`config.mk`:
```
export PLATFORM = sky130hd
export DESIGN_NAME = dsm_select
export DESIGN_NICKNAME = d
export VERILOG_FILES = /design/src/dsm_pkg.sv /design/src/dsm_select.sv /design/src/dsm_source_mux.sv /design/src/dsm_carrier_high.sv
export SDC_FILE = /design/constraint.sdc
export NUM_CORES = 1
export LEC_CHECK = 0
export ABC_AREA = 1
export ABC_CLOCK_PERIOD_IN_PS = 1100
export BUFFER_PORTS_ARGS = -buffer_cell sky130_fd_sc_hd__clkbuf_2
export CORE_ASPECT_RATIO = 1.25
export CORE_UTILIZATION = 37
export DETAILED_ROUTE_END_ITERATION = 6
export PLACE_DENSITY_LB_ADDON = 0.12
export SYNTH_ARGS = -nofsm -noshare
export SYNTH_HDL_FRONTEND = slang
export SYNTH_HIERARCHICAL = 1
export SYNTH_SLANG_ARGS = --single-unit
```
`constraint.sdc`:
```
create_clock -name clk_i -period 1.1 [get_ports clk_i]
set_clock_uncertainty 0.1 [all_clocks]
set_input_delay 0.22 -clock clk_i [delete_from_list [all_inputs] [get_ports clk_i]]
set_output_delay 0.22 -clock clk_i [all_outputs]
set_load 0.01 [all_outputs]
```
`src/dsm_pkg.sv`:
```
// Package with register map, field layout, codes and source input type for the modulator select.
package dsm_pkg;

  // Register byte addresses on the word-addressed bus (word index times four).
  localparam logic [3:0] DSM_SRC_ADDR = 4'h0;
  localparam logic [3:0] DSM_CARH_ADDR = 4'h4;

  // Source select register field layout.
  localparam int DSM_SRC_LSB = 0;
  localparam logic [7:0] DSM_SRC_MASK = 8'h0f;

  // High carrier control register field layout.
  localparam int DSM_CH_SEL_LSB = 0;
  localparam int DSM_CH_SYNC_BIT = 5;
  localparam int DSM_CH_POL_BIT = 6;
  localparam logic [7:0] DSM_CARH_MASK = 8'h6f;

  // Value loaded at power-on reset; other resets keep the fields.
  localparam logic [7:0] DSM_POR_VALUE = 8'h00;

  // Source select codes.
  localparam logic [3:0] DSM_SRC_PIN = 4'h1;
  localparam logic [3:0] DSM_SRC_CAPTURE_COMPARE_1_OUT = 4'h2;
  localparam logic [3:0] DSM_SRC_CAPTURE_COMPARE_2_OUT = 4'h3;
  localparam logic [3:0] DSM_SRC_PWA = 4'h4;
  localparam logic [3:0] DSM_SRC_PWB = 4'h5;
  localparam logic [3:0] DSM_SRC_CMP1 = 4'h6;
  localparam logic [3:0] DSM_SRC_CMP2 = 4'h7;
  localparam logic [3:0] DSM_SRC_SSP1 = 4'h8;
  localparam logic [3:0] DSM_SRC_SSP2 = 4'h9;
  localparam logic [3:0] DSM_SRC_UART = 4'ha;
  localparam logic [3:0] DSM_SRC_NCO = 4'hb;
  localparam logic [3:0] DSM_SRC_CELL1 = 4'hc;

  // Modulating source inputs from on-chip peripherals.
  typedef struct packed {
    logic [3:0] logic_cell_out;
    logic num_osc_1_out;
    logic async_serial_tx;
    logic serial_data_out_2;
    logic serial_data_out_1;
    logic comparator_2_out;
    logic comparator_1_out;
    logic pulse_gen_b_out;
    logic pulse_gen_a_out;
    logic capture_compare_2_out;
    logic capture_compare_1_out;
    logic [1:0] capture_compare_pwm_mode;
  } dsm_src_t;

endpackage

```
`src/dsm_select.sv`:
```
// Modulator source and high carrier select block with Avalon-MM registers.
// What this block does
// - Codes 1111-1100 cells 4-1, 1011 oscillator.
// - 1010 serial tx, 1001/1000 serial data outs.
// - 0111-0110 comparators, 0101-0100 pulse generators.
// - 0011-0010 capture units in pwm; 0001 pin.
// - Unimplemented bits read zero, ignore writes.
// - Fields cleared to zero at power-on, kept otherwise.
// - Sync set: wait high-carrier falling edge.
// - Sync clear: switch away from carrier immediately.
// - Unsynchronised glitches need not be suppressed.
`timescale 1ns/1ps
`default_nettype none
module dsm_select
  import dsm_pkg::*;
(
  // Clock and resets.
  input wire logic clk_i,
  input wire logic reset_i,
  input wire logic por_reset_i,
  // Avalon-MM slave.
  input wire logic [3:0] avs_address_i,
  input wire logic avs_read_i,
  input wire logic avs_write_i,
  input wire logic [31:0] avs_writedata_i,
  input wire logic [3:0] avs_byteenable_i,
  output logic [31:0] avs_readdata_o,
  output logic avs_waitrequest_o,
  // Sources and carriers.
  input wire dsm_src_t src_i,
  input wire logic modulator_pin_input_mapping_i,
  input wire logic high_carrier_i,
  input wire logic want_low_i,
  // Results.
  output logic source_o,
  output logic high_carrier_o,
  output logic use_low_o,
  output logic [3:0] high_carrier_select_field_o
);

  logic [7:0] modulation_source_select_q; // Source select register.
  logic [7:0] high_carrier_control_q; // High carrier control register.
  logic pin_meta_q; // First synchroniser stage.
  logic pin_sync_q; // Second synchroniser stage.
  logic ack_q; // One-cycle answer to a held request.
  logic [31:0] readdata_q; // Registered read data.
  logic wr_go;
  logic rd_go;

  // Requests complete one cycle after they appear.
  assign avs_waitrequest_o = (avs_read_i | avs_write_i) & ~ack_q;
  assign wr_go = avs_write_i & ~avs_waitrequest_o;
  assign rd_go = avs_read_i & ~avs_waitrequest_o;
  assign avs_readdata_o = readdata_q;

  // Answer pulse.
  always_ff @(posedge clk_i) begin
    if (reset_i | por_reset_i) begin
      ack_q <= 1'b0;
    end else begin
      ack_q <= (avs_read_i | avs_write_i) & ~ack_q;
    end
  end

  // Registers: only power-on reset clears them, other resets keep them.
  always_ff @(posedge clk_i) begin
    if (por_reset_i) begin
      modulation_source_select_q <= DSM_POR_VALUE;
      high_carrier_control_q <= DSM_POR_VALUE;
    end else if (wr_go && !reset_i && avs_byteenable_i[0]) begin
      // A write that completes on a warm reset edge is dropped so the reset keeps the fields.
      if (avs_address_i == DSM_SRC_ADDR) begin
        modulation_source_select_q <= avs_writedata_i[7:0] & DSM_SRC_MASK;
      end else if (avs_address_i == DSM_CARH_ADDR) begin
        high_carrier_control_q <= avs_writedata_i[7:0] & DSM_CARH_MASK;
      end
    end
  end

  // Read data; unmapped addresses read zero.
  always_ff @(posedge clk_i) begin
    if (reset_i | por_reset_i) begin
      readdata_q <= 32'h0;
    end else if (avs_read_i && !ack_q) begin
      case (avs_address_i)
        DSM_SRC_ADDR: readdata_q <= {24'h0, modulation_source_select_q};
        DSM_CARH_ADDR: readdata_q <= {24'h0, high_carrier_control_q};
        default: readdata_q <= 32'h0;
      endcase
    end
  end

  // Pin input synchroniser.
  always_ff @(posedge clk_i) begin
    if (reset_i | por_reset_i) begin
      pin_meta_q <= 1'b0;
      pin_sync_q <= 1'b0;
    end else begin
      pin_meta_q <= modulator_pin_input_mapping_i;
      pin_sync_q <= pin_meta_q;
    end
  end

  assign high_carrier_select_field_o = high_carrier_control_q[3:0];

  // Source multiplexer.
  dsm_source_mux u_mux (
    .src_i(src_i),
    .pin_sync_i(pin_sync_q),
    .sel_i(modulation_source_select_q[3:0]),
    .source_o(source_o)
  );

  // High carrier handling.
  dsm_carrier_high u_carh (
    .clk_i(clk_i),
    .reset_i(reset_i | por_reset_i),
    .polarity_i(high_carrier_control_q[DSM_CH_POL_BIT]),
    .sync_en_i(high_carrier_control_q[DSM_CH_SYNC_BIT]),
    .carrier_i(high_carrier_i),
    .want_low_i(want_low_i),
    .carrier_o(high_carrier_o),
    .use_low_o(use_low_o)
  );

  resv_zero_a: assert property (@(posedge clk_i) disable iff (por_reset_i)
    (modulation_source_select_q & ~DSM_SRC_MASK) == 8'h0 &&
    (high_carrier_control_q & ~DSM_CARH_MASK) == 8'h0)
    else $error("reserved bit set");
  keep_reset_a: assert property (@(posedge clk_i) disable iff (por_reset_i)
    reset_i |=> $stable(high_carrier_control_q))
    else $error("register lost on warm reset");
  pol_inv_a: assert property (@(posedge clk_i) disable iff (reset_i)
    high_carrier_o == (high_carrier_i ^ high_carrier_control_q[DSM_CH_POL_BIT]))
    else $error("polarity wrong");
  cell_sel_a: assert property (@(posedge clk_i) disable iff (reset_i)
    modulation_source_select_q[3:0] == 4'hf |-> source_o == src_i.logic_cell_out[3])
    else $error("cell 4 not routed");
  uart_sel_a: assert property (@(posedge clk_i) disable iff (reset_i)
    modulation_source_select_q[3:0] == DSM_SRC_UART |-> source_o == src_i.async_serial_tx)
    else $error("serial tx not routed");
  cmp_sel_a: assert property (@(posedge clk_i) disable iff (reset_i)
    modulation_source_select_q[3:0] == DSM_SRC_CMP2 |-> source_o == src_i.comparator_2_out)
    else $error("comparator not routed");
  pin_sel_a: assert property (@(posedge clk_i) disable iff (reset_i)
    modulation_source_select_q[3:0] == DSM_SRC_PIN |-> source_o == pin_sync_q)
    else $error("pin not routed");
  bus_ack_a: assert property (@(posedge clk_i) disable iff (reset_i | por_reset_i)
    (avs_read_i | avs_write_i) && avs_waitrequest_o |=> !avs_waitrequest_o)
    else $error("bus answer late");
  wr_cov_c: cover property (@(posedge clk_i) wr_go);
  rd_cov_c: cover property (@(posedge clk_i) rd_go);
  pin_cov_c: cover property (@(posedge clk_i) modulation_source_select_q[3:0] == DSM_SRC_PIN);

endmodule
`default_nettype wire

```
`src/dsm_source_mux.sv`:
```
// Modulating source multiplexer driven by the source select field.
`timescale 1ns/1ps
`default_nettype none
module dsm_source_mux
  import dsm_pkg::*;
(
  // Inputs.
  input wire dsm_src_t src_i,
  input wire logic pin_sync_i,
  input wire logic [3:0] sel_i,
  // Output.
  output logic source_o
);

  // Pick one source; capture/compare units count only in pulse-width mode.
  always_comb begin
    source_o = 1'b0;
    if (sel_i >= DSM_SRC_CELL1) begin
      // Codes 12 to 15 map to cells 1 to 4, so the two low bits of the offset suffice.
      source_o = src_i.logic_cell_out[2'(sel_i - DSM_SRC_CELL1)];
    end else begin
      case (sel_i)
        DSM_SRC_NCO: source_o = src_i.num_osc_1_out;
        DSM_SRC_UART: source_o = src_i.async_serial_tx;
        DSM_SRC_SSP2: source_o = src_i.serial_data_out_2;
        DSM_SRC_SSP1: source_o = src_i.serial_data_out_1;
        DSM_SRC_CMP2: source_o = src_i.comparator_2_out;
        DSM_SRC_CMP1: source_o = src_i.comparator_1_out;
        DSM_SRC_PWB: source_o = src_i.pulse_gen_b_out;
        DSM_SRC_PWA: source_o = src_i.pulse_gen_a_out;
        DSM_SRC_CAPTURE_COMPARE_2_OUT: begin
          source_o = src_i.capture_compare_2_out & src_i.capture_compare_pwm_mode[1];
        end
        DSM_SRC_CAPTURE_COMPARE_1_OUT: begin
          source_o = src_i.capture_compare_1_out & src_i.capture_compare_pwm_mode[0];
        end
        DSM_SRC_PIN: source_o = pin_sync_i;
        default: source_o = 1'b0;
      endcase
    end
  end

endmodule
`default_nettype wire

```
`src/dsm_carrier_high.sv`:
```
// High carrier polarity and switch synchronisation.
`timescale 1ns/1ps
`default_nettype none
module dsm_carrier_high
  import dsm_pkg::*;
(
  // Clock and reset.
  input wire logic clk_i,
  input wire logic reset_i,
  // Controls.
  input wire logic polarity_i,
  input wire logic sync_en_i,
  // Carrier and request.
  input wire logic carrier_i,
  input wire logic want_low_i,
  // Results.
  output logic carrier_o,
  output logic use_low_o
);

  logic carrier_q; // Previous polarised carrier for edge detection.
  logic use_low_q; // Registered switch state.
  logic fall;

  // Invert the carrier when polarity is set.
  assign carrier_o = carrier_i ^ polarity_i;
  assign fall = carrier_q & ~carrier_o;

  // Remember the carrier level.
  always_ff @(posedge clk_i) begin
    if (reset_i) begin
      carrier_q <= 1'b0;
    end else begin
      carrier_q <= carrier_o;
    end
  end

  // Switch to low carrier only on a falling edge when synchronised.
  always_ff @(posedge clk_i) begin
    if (reset_i) begin
      use_low_q <= 1'b0;
    end else if (!want_low_i) begin
      use_low_q <= 1'b0;
    end else if (fall) begin
      use_low_q <= 1'b1;
    end
  end

  // Unsynchronised mode switches at once; glitches are accepted.
  assign use_low_o = sync_en_i ? use_low_q : want_low_i;

  hold_off_a: assert property (@(posedge clk_i) disable iff (reset_i)
    sync_en_i && want_low_i && !use_low_q && !fall |=> !use_low_q)
    else $error("switch happened without a falling edge");
  direct_switch_a: assert property (@(posedge clk_i) disable iff (reset_i)
    !sync_en_i |-> use_low_o == want_low_i)
    else $error("unsynchronised switch not immediate");
  sync_cov_c: cover property (@(posedge clk_i) disable iff (reset_i)
    sync_en_i && want_low_i && fall ##1 use_low_o);

endmodule
`default_nettype wire

```
==> results of run 1 <==
## repair_timing
item	CTS	global route
gates cloned	1	0
gates resized for setup	32	48
setup endpoints to repair	16	24
setup buffers	6	3
pin swaps	16	24
## per-layer routing
layer / vias to the layer above / part of all wire / GRT usage / wire, µm
li1: 777 / - / - / -
met1: 634 / 0.42 / 0.184 / 1330
met2: 42 / 0.53 / 0.287 / 1700
met3: 2 / 0.042 / 0.0178 / 132
met4: 0 / 0.0066 / 0.0397 / 21
met5: - / 0 / 0 / 0
## sequential cells by signal, summed over array words and instances, names as in the netlist
signal                      cells
pin_meta_q                      1
u_carh/use_low_q                1
pin_sync_q                      1
u_carh/carrier_q                1
high_carrier_control_q          6
modulation_source_select_q      4
avs_readdata_o                  6
ack_q                           1
## cell type report
cell class / count / share of cell area
repair buffers: 74 / 0.240
clock buffers: 3 / 0.0192
well taps: 54 / 0.0314
clock inverters: 1 / 0.00233
inverters: 42 / 0.0791
multi-input cells: 159 / 0.419
flip-flops and latches: 21 / 0.209
## critical path, cell delays in order (launching register included)
cell and delay (ps):
dfxtp_4 390, nand2_2 90, inv_4 50, nand4_1 60, nand2_1 50, nor2_1 110, nand3_1 90, buf_2 140
## power by group through the flow
stage                     clock network, mW  registers (mW)  logic (mW)
final                                 0.505           0.776       0.354
after global routing                  0.553           0.778       0.394
after CTS                             0.530           0.773       0.327
after detailed placement                  0           0.799       0.292
after global placement                    0           0.800       0.291
after floorplan                           0           0.802       0.221
## cell usage after synthesis
cell,n,area [µm²]
buf_6,1,11.3
nor2_1,28,105
dfxtp_1,21,420
or2_0,1,6.26
conb_1,1,3.75
nand2_1,50,188
or2_4,1,8.76
inv_1,38,143
inv_2,2,7.51
nand2_2,4,25.0
nor2_2,3,18.8
nor2_4,2,22.5
a21oi_1,8,40.0
o21ai_0,4,20.0
o21bai_1,1,7.51
nand3_1,26,130
a21oi_2,1,8.76
nand4_1,1,6.26
clkinv_1,2,7.51
nand3_2,2,20.0
buf_4,33,248
nand3b_1,1,7.51
## stage by stage
stage	util	area, µm²	hold slack [ps]	cells
floorplan	-	1570	232	256
global placement	0.470	1780	310	341
detailed placement	0.470	1780	302	341
CTS	0.525	1990	49.0	352
global route	0.569	2150	78.0	354
finish	0.569	2150	50.5	354
## cells by family after synthesis
logic type             count (synthesis)  synth area share
other                                  1           0.00258
DFF                                   21             0.289
buffers and inverters                 76             0.286
and+or+nand+nor                      119             0.370
AOI/OAI and AO/OA                     14            0.0525
## final timing paths
check	from	endpoint
worst max register to register	ack_q	modulation_source_select_q[2]
worst min-delay path	modulator_pin_input_mapping_i	pin_meta_q
worst min register to register	pin_meta_q	pin_sync_q
worst max-delay path	modulation_source_select_q[0]	source_o
==> flow_summary.toml, run 1 <==
[status]
status = "complete, but fails checks"
violations = "setup timing"

[worst_setup_path]
r2r_setup_slack_ps = -230
r2r_cells = 9
start_kind = "register"
path_class = "reg2out"
worstPathMaxFanout = 6
end_kind = "output pin"
arrival_ps = 1240
worstPathRequired_ps = 780

[sta]
layout_setup_ws_ps = -456
setup_viol_count_final = 18
tns_ps = -3020
drv_slew = 0
fmax_mhz = 643
hold_viol = 0
rsz0062_at_grt = "yes"
post-route-min-period_ps = 1560
fin_crit_sh = 1.41

[floorplan]
core.rowCount = 25
die_w_um = 58.1
coreArea_um2 = 3780
initial_core_util = 0.384
dieArea_um2 = 4190
io_pins = 104
die_h_um = 72.1

[layout]
n_antenna_cell = 0
area_growth_syn_to_layout_pct = 47.9
final_common_cell = "nand2_1"
regArea_um2 = 450
finalNetCount = 365
multi_input_area_um2 = 902
fill_cells = 420
layout-drive-gt1-share = 0.493
final_cell_mix = "nand2_1, clkbuf_2, inv_1"

[power_and_ir_drop]
power_frac_clock = 0.309
p_int_mw = 1.18
total_power_mw = 1.64
switchingPower_uw = 453
p_leak_nw = 1.11
power_frac_seq = 0.475
combinationalPowerShare = 0.217
switching_share = 0.277
vdd_drop_max_mv = 0.510
powerDensity_nw_per_um2 = 760

[clocking]
clockBufferDepth = 2
htreeDepth = 1
clock_sinks = 21
clk-insertion-delay-late_ps = 260
cts_root_buf = "clkbuf_8"
cts_hold_buf = 0
cts_tree = "built"
clkTransAtPathRegs_ps = 80
numCtsBuffers = 3

[placed_design]
io_buffers = 48
hpwl_um = 2400
place_worst_setup_slack_ps = -241
gp_congestion = 0.751

[worst_hold_path]
hold_path_depth = 3
worstHoldPathType = "in2reg"

[logic_synthesis]
synth_area_per_cell_um2 = 6.30
synth_warnings = 6
netlist_area_um2 = 1460
synthCells = 231
ys_ff_latch = 21
ys_seq_area_frac = 0.289
yosysUniqueCellTypes = 22

[detailed_routing]
drc = 0
vias = 1455
drt_iter0_drc = 31
dr.pass1.iters = 4
via_per_inst = 4.11
wl_um = 3180
detail_route.wl_per_cell_um = 8.98
ant_nets = 0

[grt]
grt_pass1_vias = 1208
grtUsageTotal = 0.154
grt-ovfl-total = 0
grt_max_degree = 13
antenna_found_initial = 0
grt_pass1_wl_um = 5110

[job]
cap_viol_max_count = 0
No activity file was read; power rests on OpenSTA's default activity.
==> run 2: changes to the inputs <==
==> constraint.sdc (replaced) <==
create_clock -name clk_i -period 1.1 [get_ports clk_i]
set_clock_uncertainty 0.1 [all_clocks]
set_input_delay 0 -clock clk_i [delete_from_list [all_inputs] [get_ports clk_i]]
set_output_delay 0 -clock clk_i [all_outputs]
set_load 0.01 [all_outputs]
==> run 2 against run 1 <==
Compared with the run above: the run ends with hold timing, setup timing left; first-iteration DRC count decreased by 26%; clock-buffer cell count increased by 1; largest cell class unchanged; sequential share of layout area increased by 1.2 points; wire length decreased by 1.3%; global-route usage increased by 0.054 points; combinational power decreased by 7.1%; worst hold slack got worse by 74 ps; final area decreased by 7.7%; worst setup slack improved by 200 ps; register-to-register slack improved by 190 ps; critical path type unchanged; cell count decreased by 0.85%; critical endpoint unchanged; sequential cell count unchanged.
==> flow_summary.toml, run 2 (synthesis results as in run 1) <==
[clocking]
cts_root_buf = "clkbuf_8"
cts_hold_buf = 11
numCtsBuffers = 3
clockBufferDepth = 2
clk-insertion-delay-late_ps = 260
clkTransAtPathRegs_ps = 80
htreeDepth = 1
clock_sinks = 21
cts_tree = "built"

[worst_hold_path]
worstHoldPathType = "in2reg"

[floorplan]
coreArea_um2 = 3780
io_pins = 104
die_w_um = 58.1
initial_core_util = 0.384
die_h_um = 72.1
dieArea_um2 = 4190
core.rowCount = 25

[grt]
antenna_found_initial = 0
grt_pass1_wl_um = 5090
grt-ovfl-total = 0
grtUsageTotal = 0.155
grt_pass1_vias = 1268
grt_max_degree = 15

[layout]
fill_cells = 411
post-route-cell-area_um2 = 1990
final_common_cell = "nand2_1"
area_growth_syn_to_layout_pct = 36.5
final_cell_mix = "nand2_1, clkbuf_2, inv_1"
regArea_um2 = 439
multi_input_area_um2 = 800
n_antenna_cell = 0
finalNetCount = 362
layout-drive-gt1-share = 0.360

[sta]
rsz0062_at_grt = "yes"
post-route-min-period_ps = 1360
setup_viol_count_final = 11
drv_slew = 0
fmax_mhz = 735
layout_setup_ws_ps = -260
whs_ps = -23.3
fin_crit_sh = 1.24
hold_viol = 1

[worst_setup_path]
worstPathRequired_ps = 1000
worst_path_most_repeated_cell = "nand2_1"
max_stage_delay_ps = 370
end_kind = "output pin"
path_class = "reg2out"
path_cells = "buf_6 > nand3_2 > nand2_2 > nand2_1 > nand2_1 > nor2_1 > nand3_1 > buf_2"
start_kind = "register"
cp.buffers_inverters = 2
worstPathMaxFanout = 5
cp_top_family = "simple AND/OR/NAND/NOR gates"
arrival_ps = 1260
crit_slowest_cell = "dfxtp_4"

[detailed_routing]
drt_iter0_drc = 23
ant_nets = 0
vias = 1429
dr.pass1.iters = 4
drc = 0
detail_route.wl_per_cell_um = 8.94
wl_um = 3140
via_per_inst = 4.07

[power_and_ir_drop]
p_leak_nw = 1.05
total_power_mw = 1.61
vdd_drop_max_mv = 0.449
powerDensity_nw_per_um2 = 811

[placed_design]
gp_congestion = 0.812
hpwl_um = 2400
post_dp_cell_area_um2 = 1710
io_buffers = 48

[status]
status = "complete, but fails checks"
violations = "hold timing, setup timing"

[job]
cap_viol_max_count = 0
-- run 2: path summary, 6_finish.rpt --
kind	cells past startpoint	endpoint	from	slack, ps
setup / recovery	8	source_o	modulation_source_select_q[0]	-260
hold / removal	3	ack_q	avs_read_i	-20
setup reg to reg	8	modulation_source_select_q[0]	ack_q	-40
hold reg to reg	2	pin_sync_q	pin_meta_q	310
-- run 2: layout make-up --
cell class	count	area share
flip-flops and latches	21	0.221
clock buffers	4	0.0227
multi-input cells	159	0.403
inverters	42	0.0794
well taps	54	0.0340
repair buffers	71	0.240
-- run 2: metal layers --
metal	track usage	share of wire	vias to the layer above
met5	0	0	-
met4	0.0476	0.0067	0
met3	0.0196	0.041	2
met2	0.289	0.52	43
met1	0.180	0.43	611
li1	-	-	773
-- run 2: worst min-delay path: cells and delay by family --
kind,cells,cell delay (ps)
buffers and inverters,1,110
AO/OA/AOI/OAI,1,100
AND/OR/NAND/NOR,1,90
-- run 2: timing repair --
action | 4_1_cts | 5_1_grt
pin swaps | 2 | 6
hold endpoints to repair | 15 | 1
setup endpoints to repair | 12 | 20
cloned | 0 | 0
resized for setup | 19 | 28
setup buffers | 0 | 0
-- run 2: power by group --
part	total, mW	internal (mW)	switching, mW
registers	0.774	0.765	0.00836
logic	0.329	0.149	0.179
clock network	0.509	0.258	0.251
-- run 2: through the flow --
step | TNS [ps] | utilization | cells | hold WS (ps) | worst slack [ps]
6_report | -466 | 0.525 | 351 | -23.3 | -260
3_5_place_dp | -354 | 0.451 | 337 | 114 | -51.8
3_3_place_gp | -374 | 0.451 | 337 | 109 | -91.8
5_1_grt | -1320 | 0.525 | 351 | -9.62 | -338
4_1_cts | -405 | 0.507 | 352 | 0.874 | -256
2_1_floorplan | -99.9 | - | 256 | 12.2 | -18.7
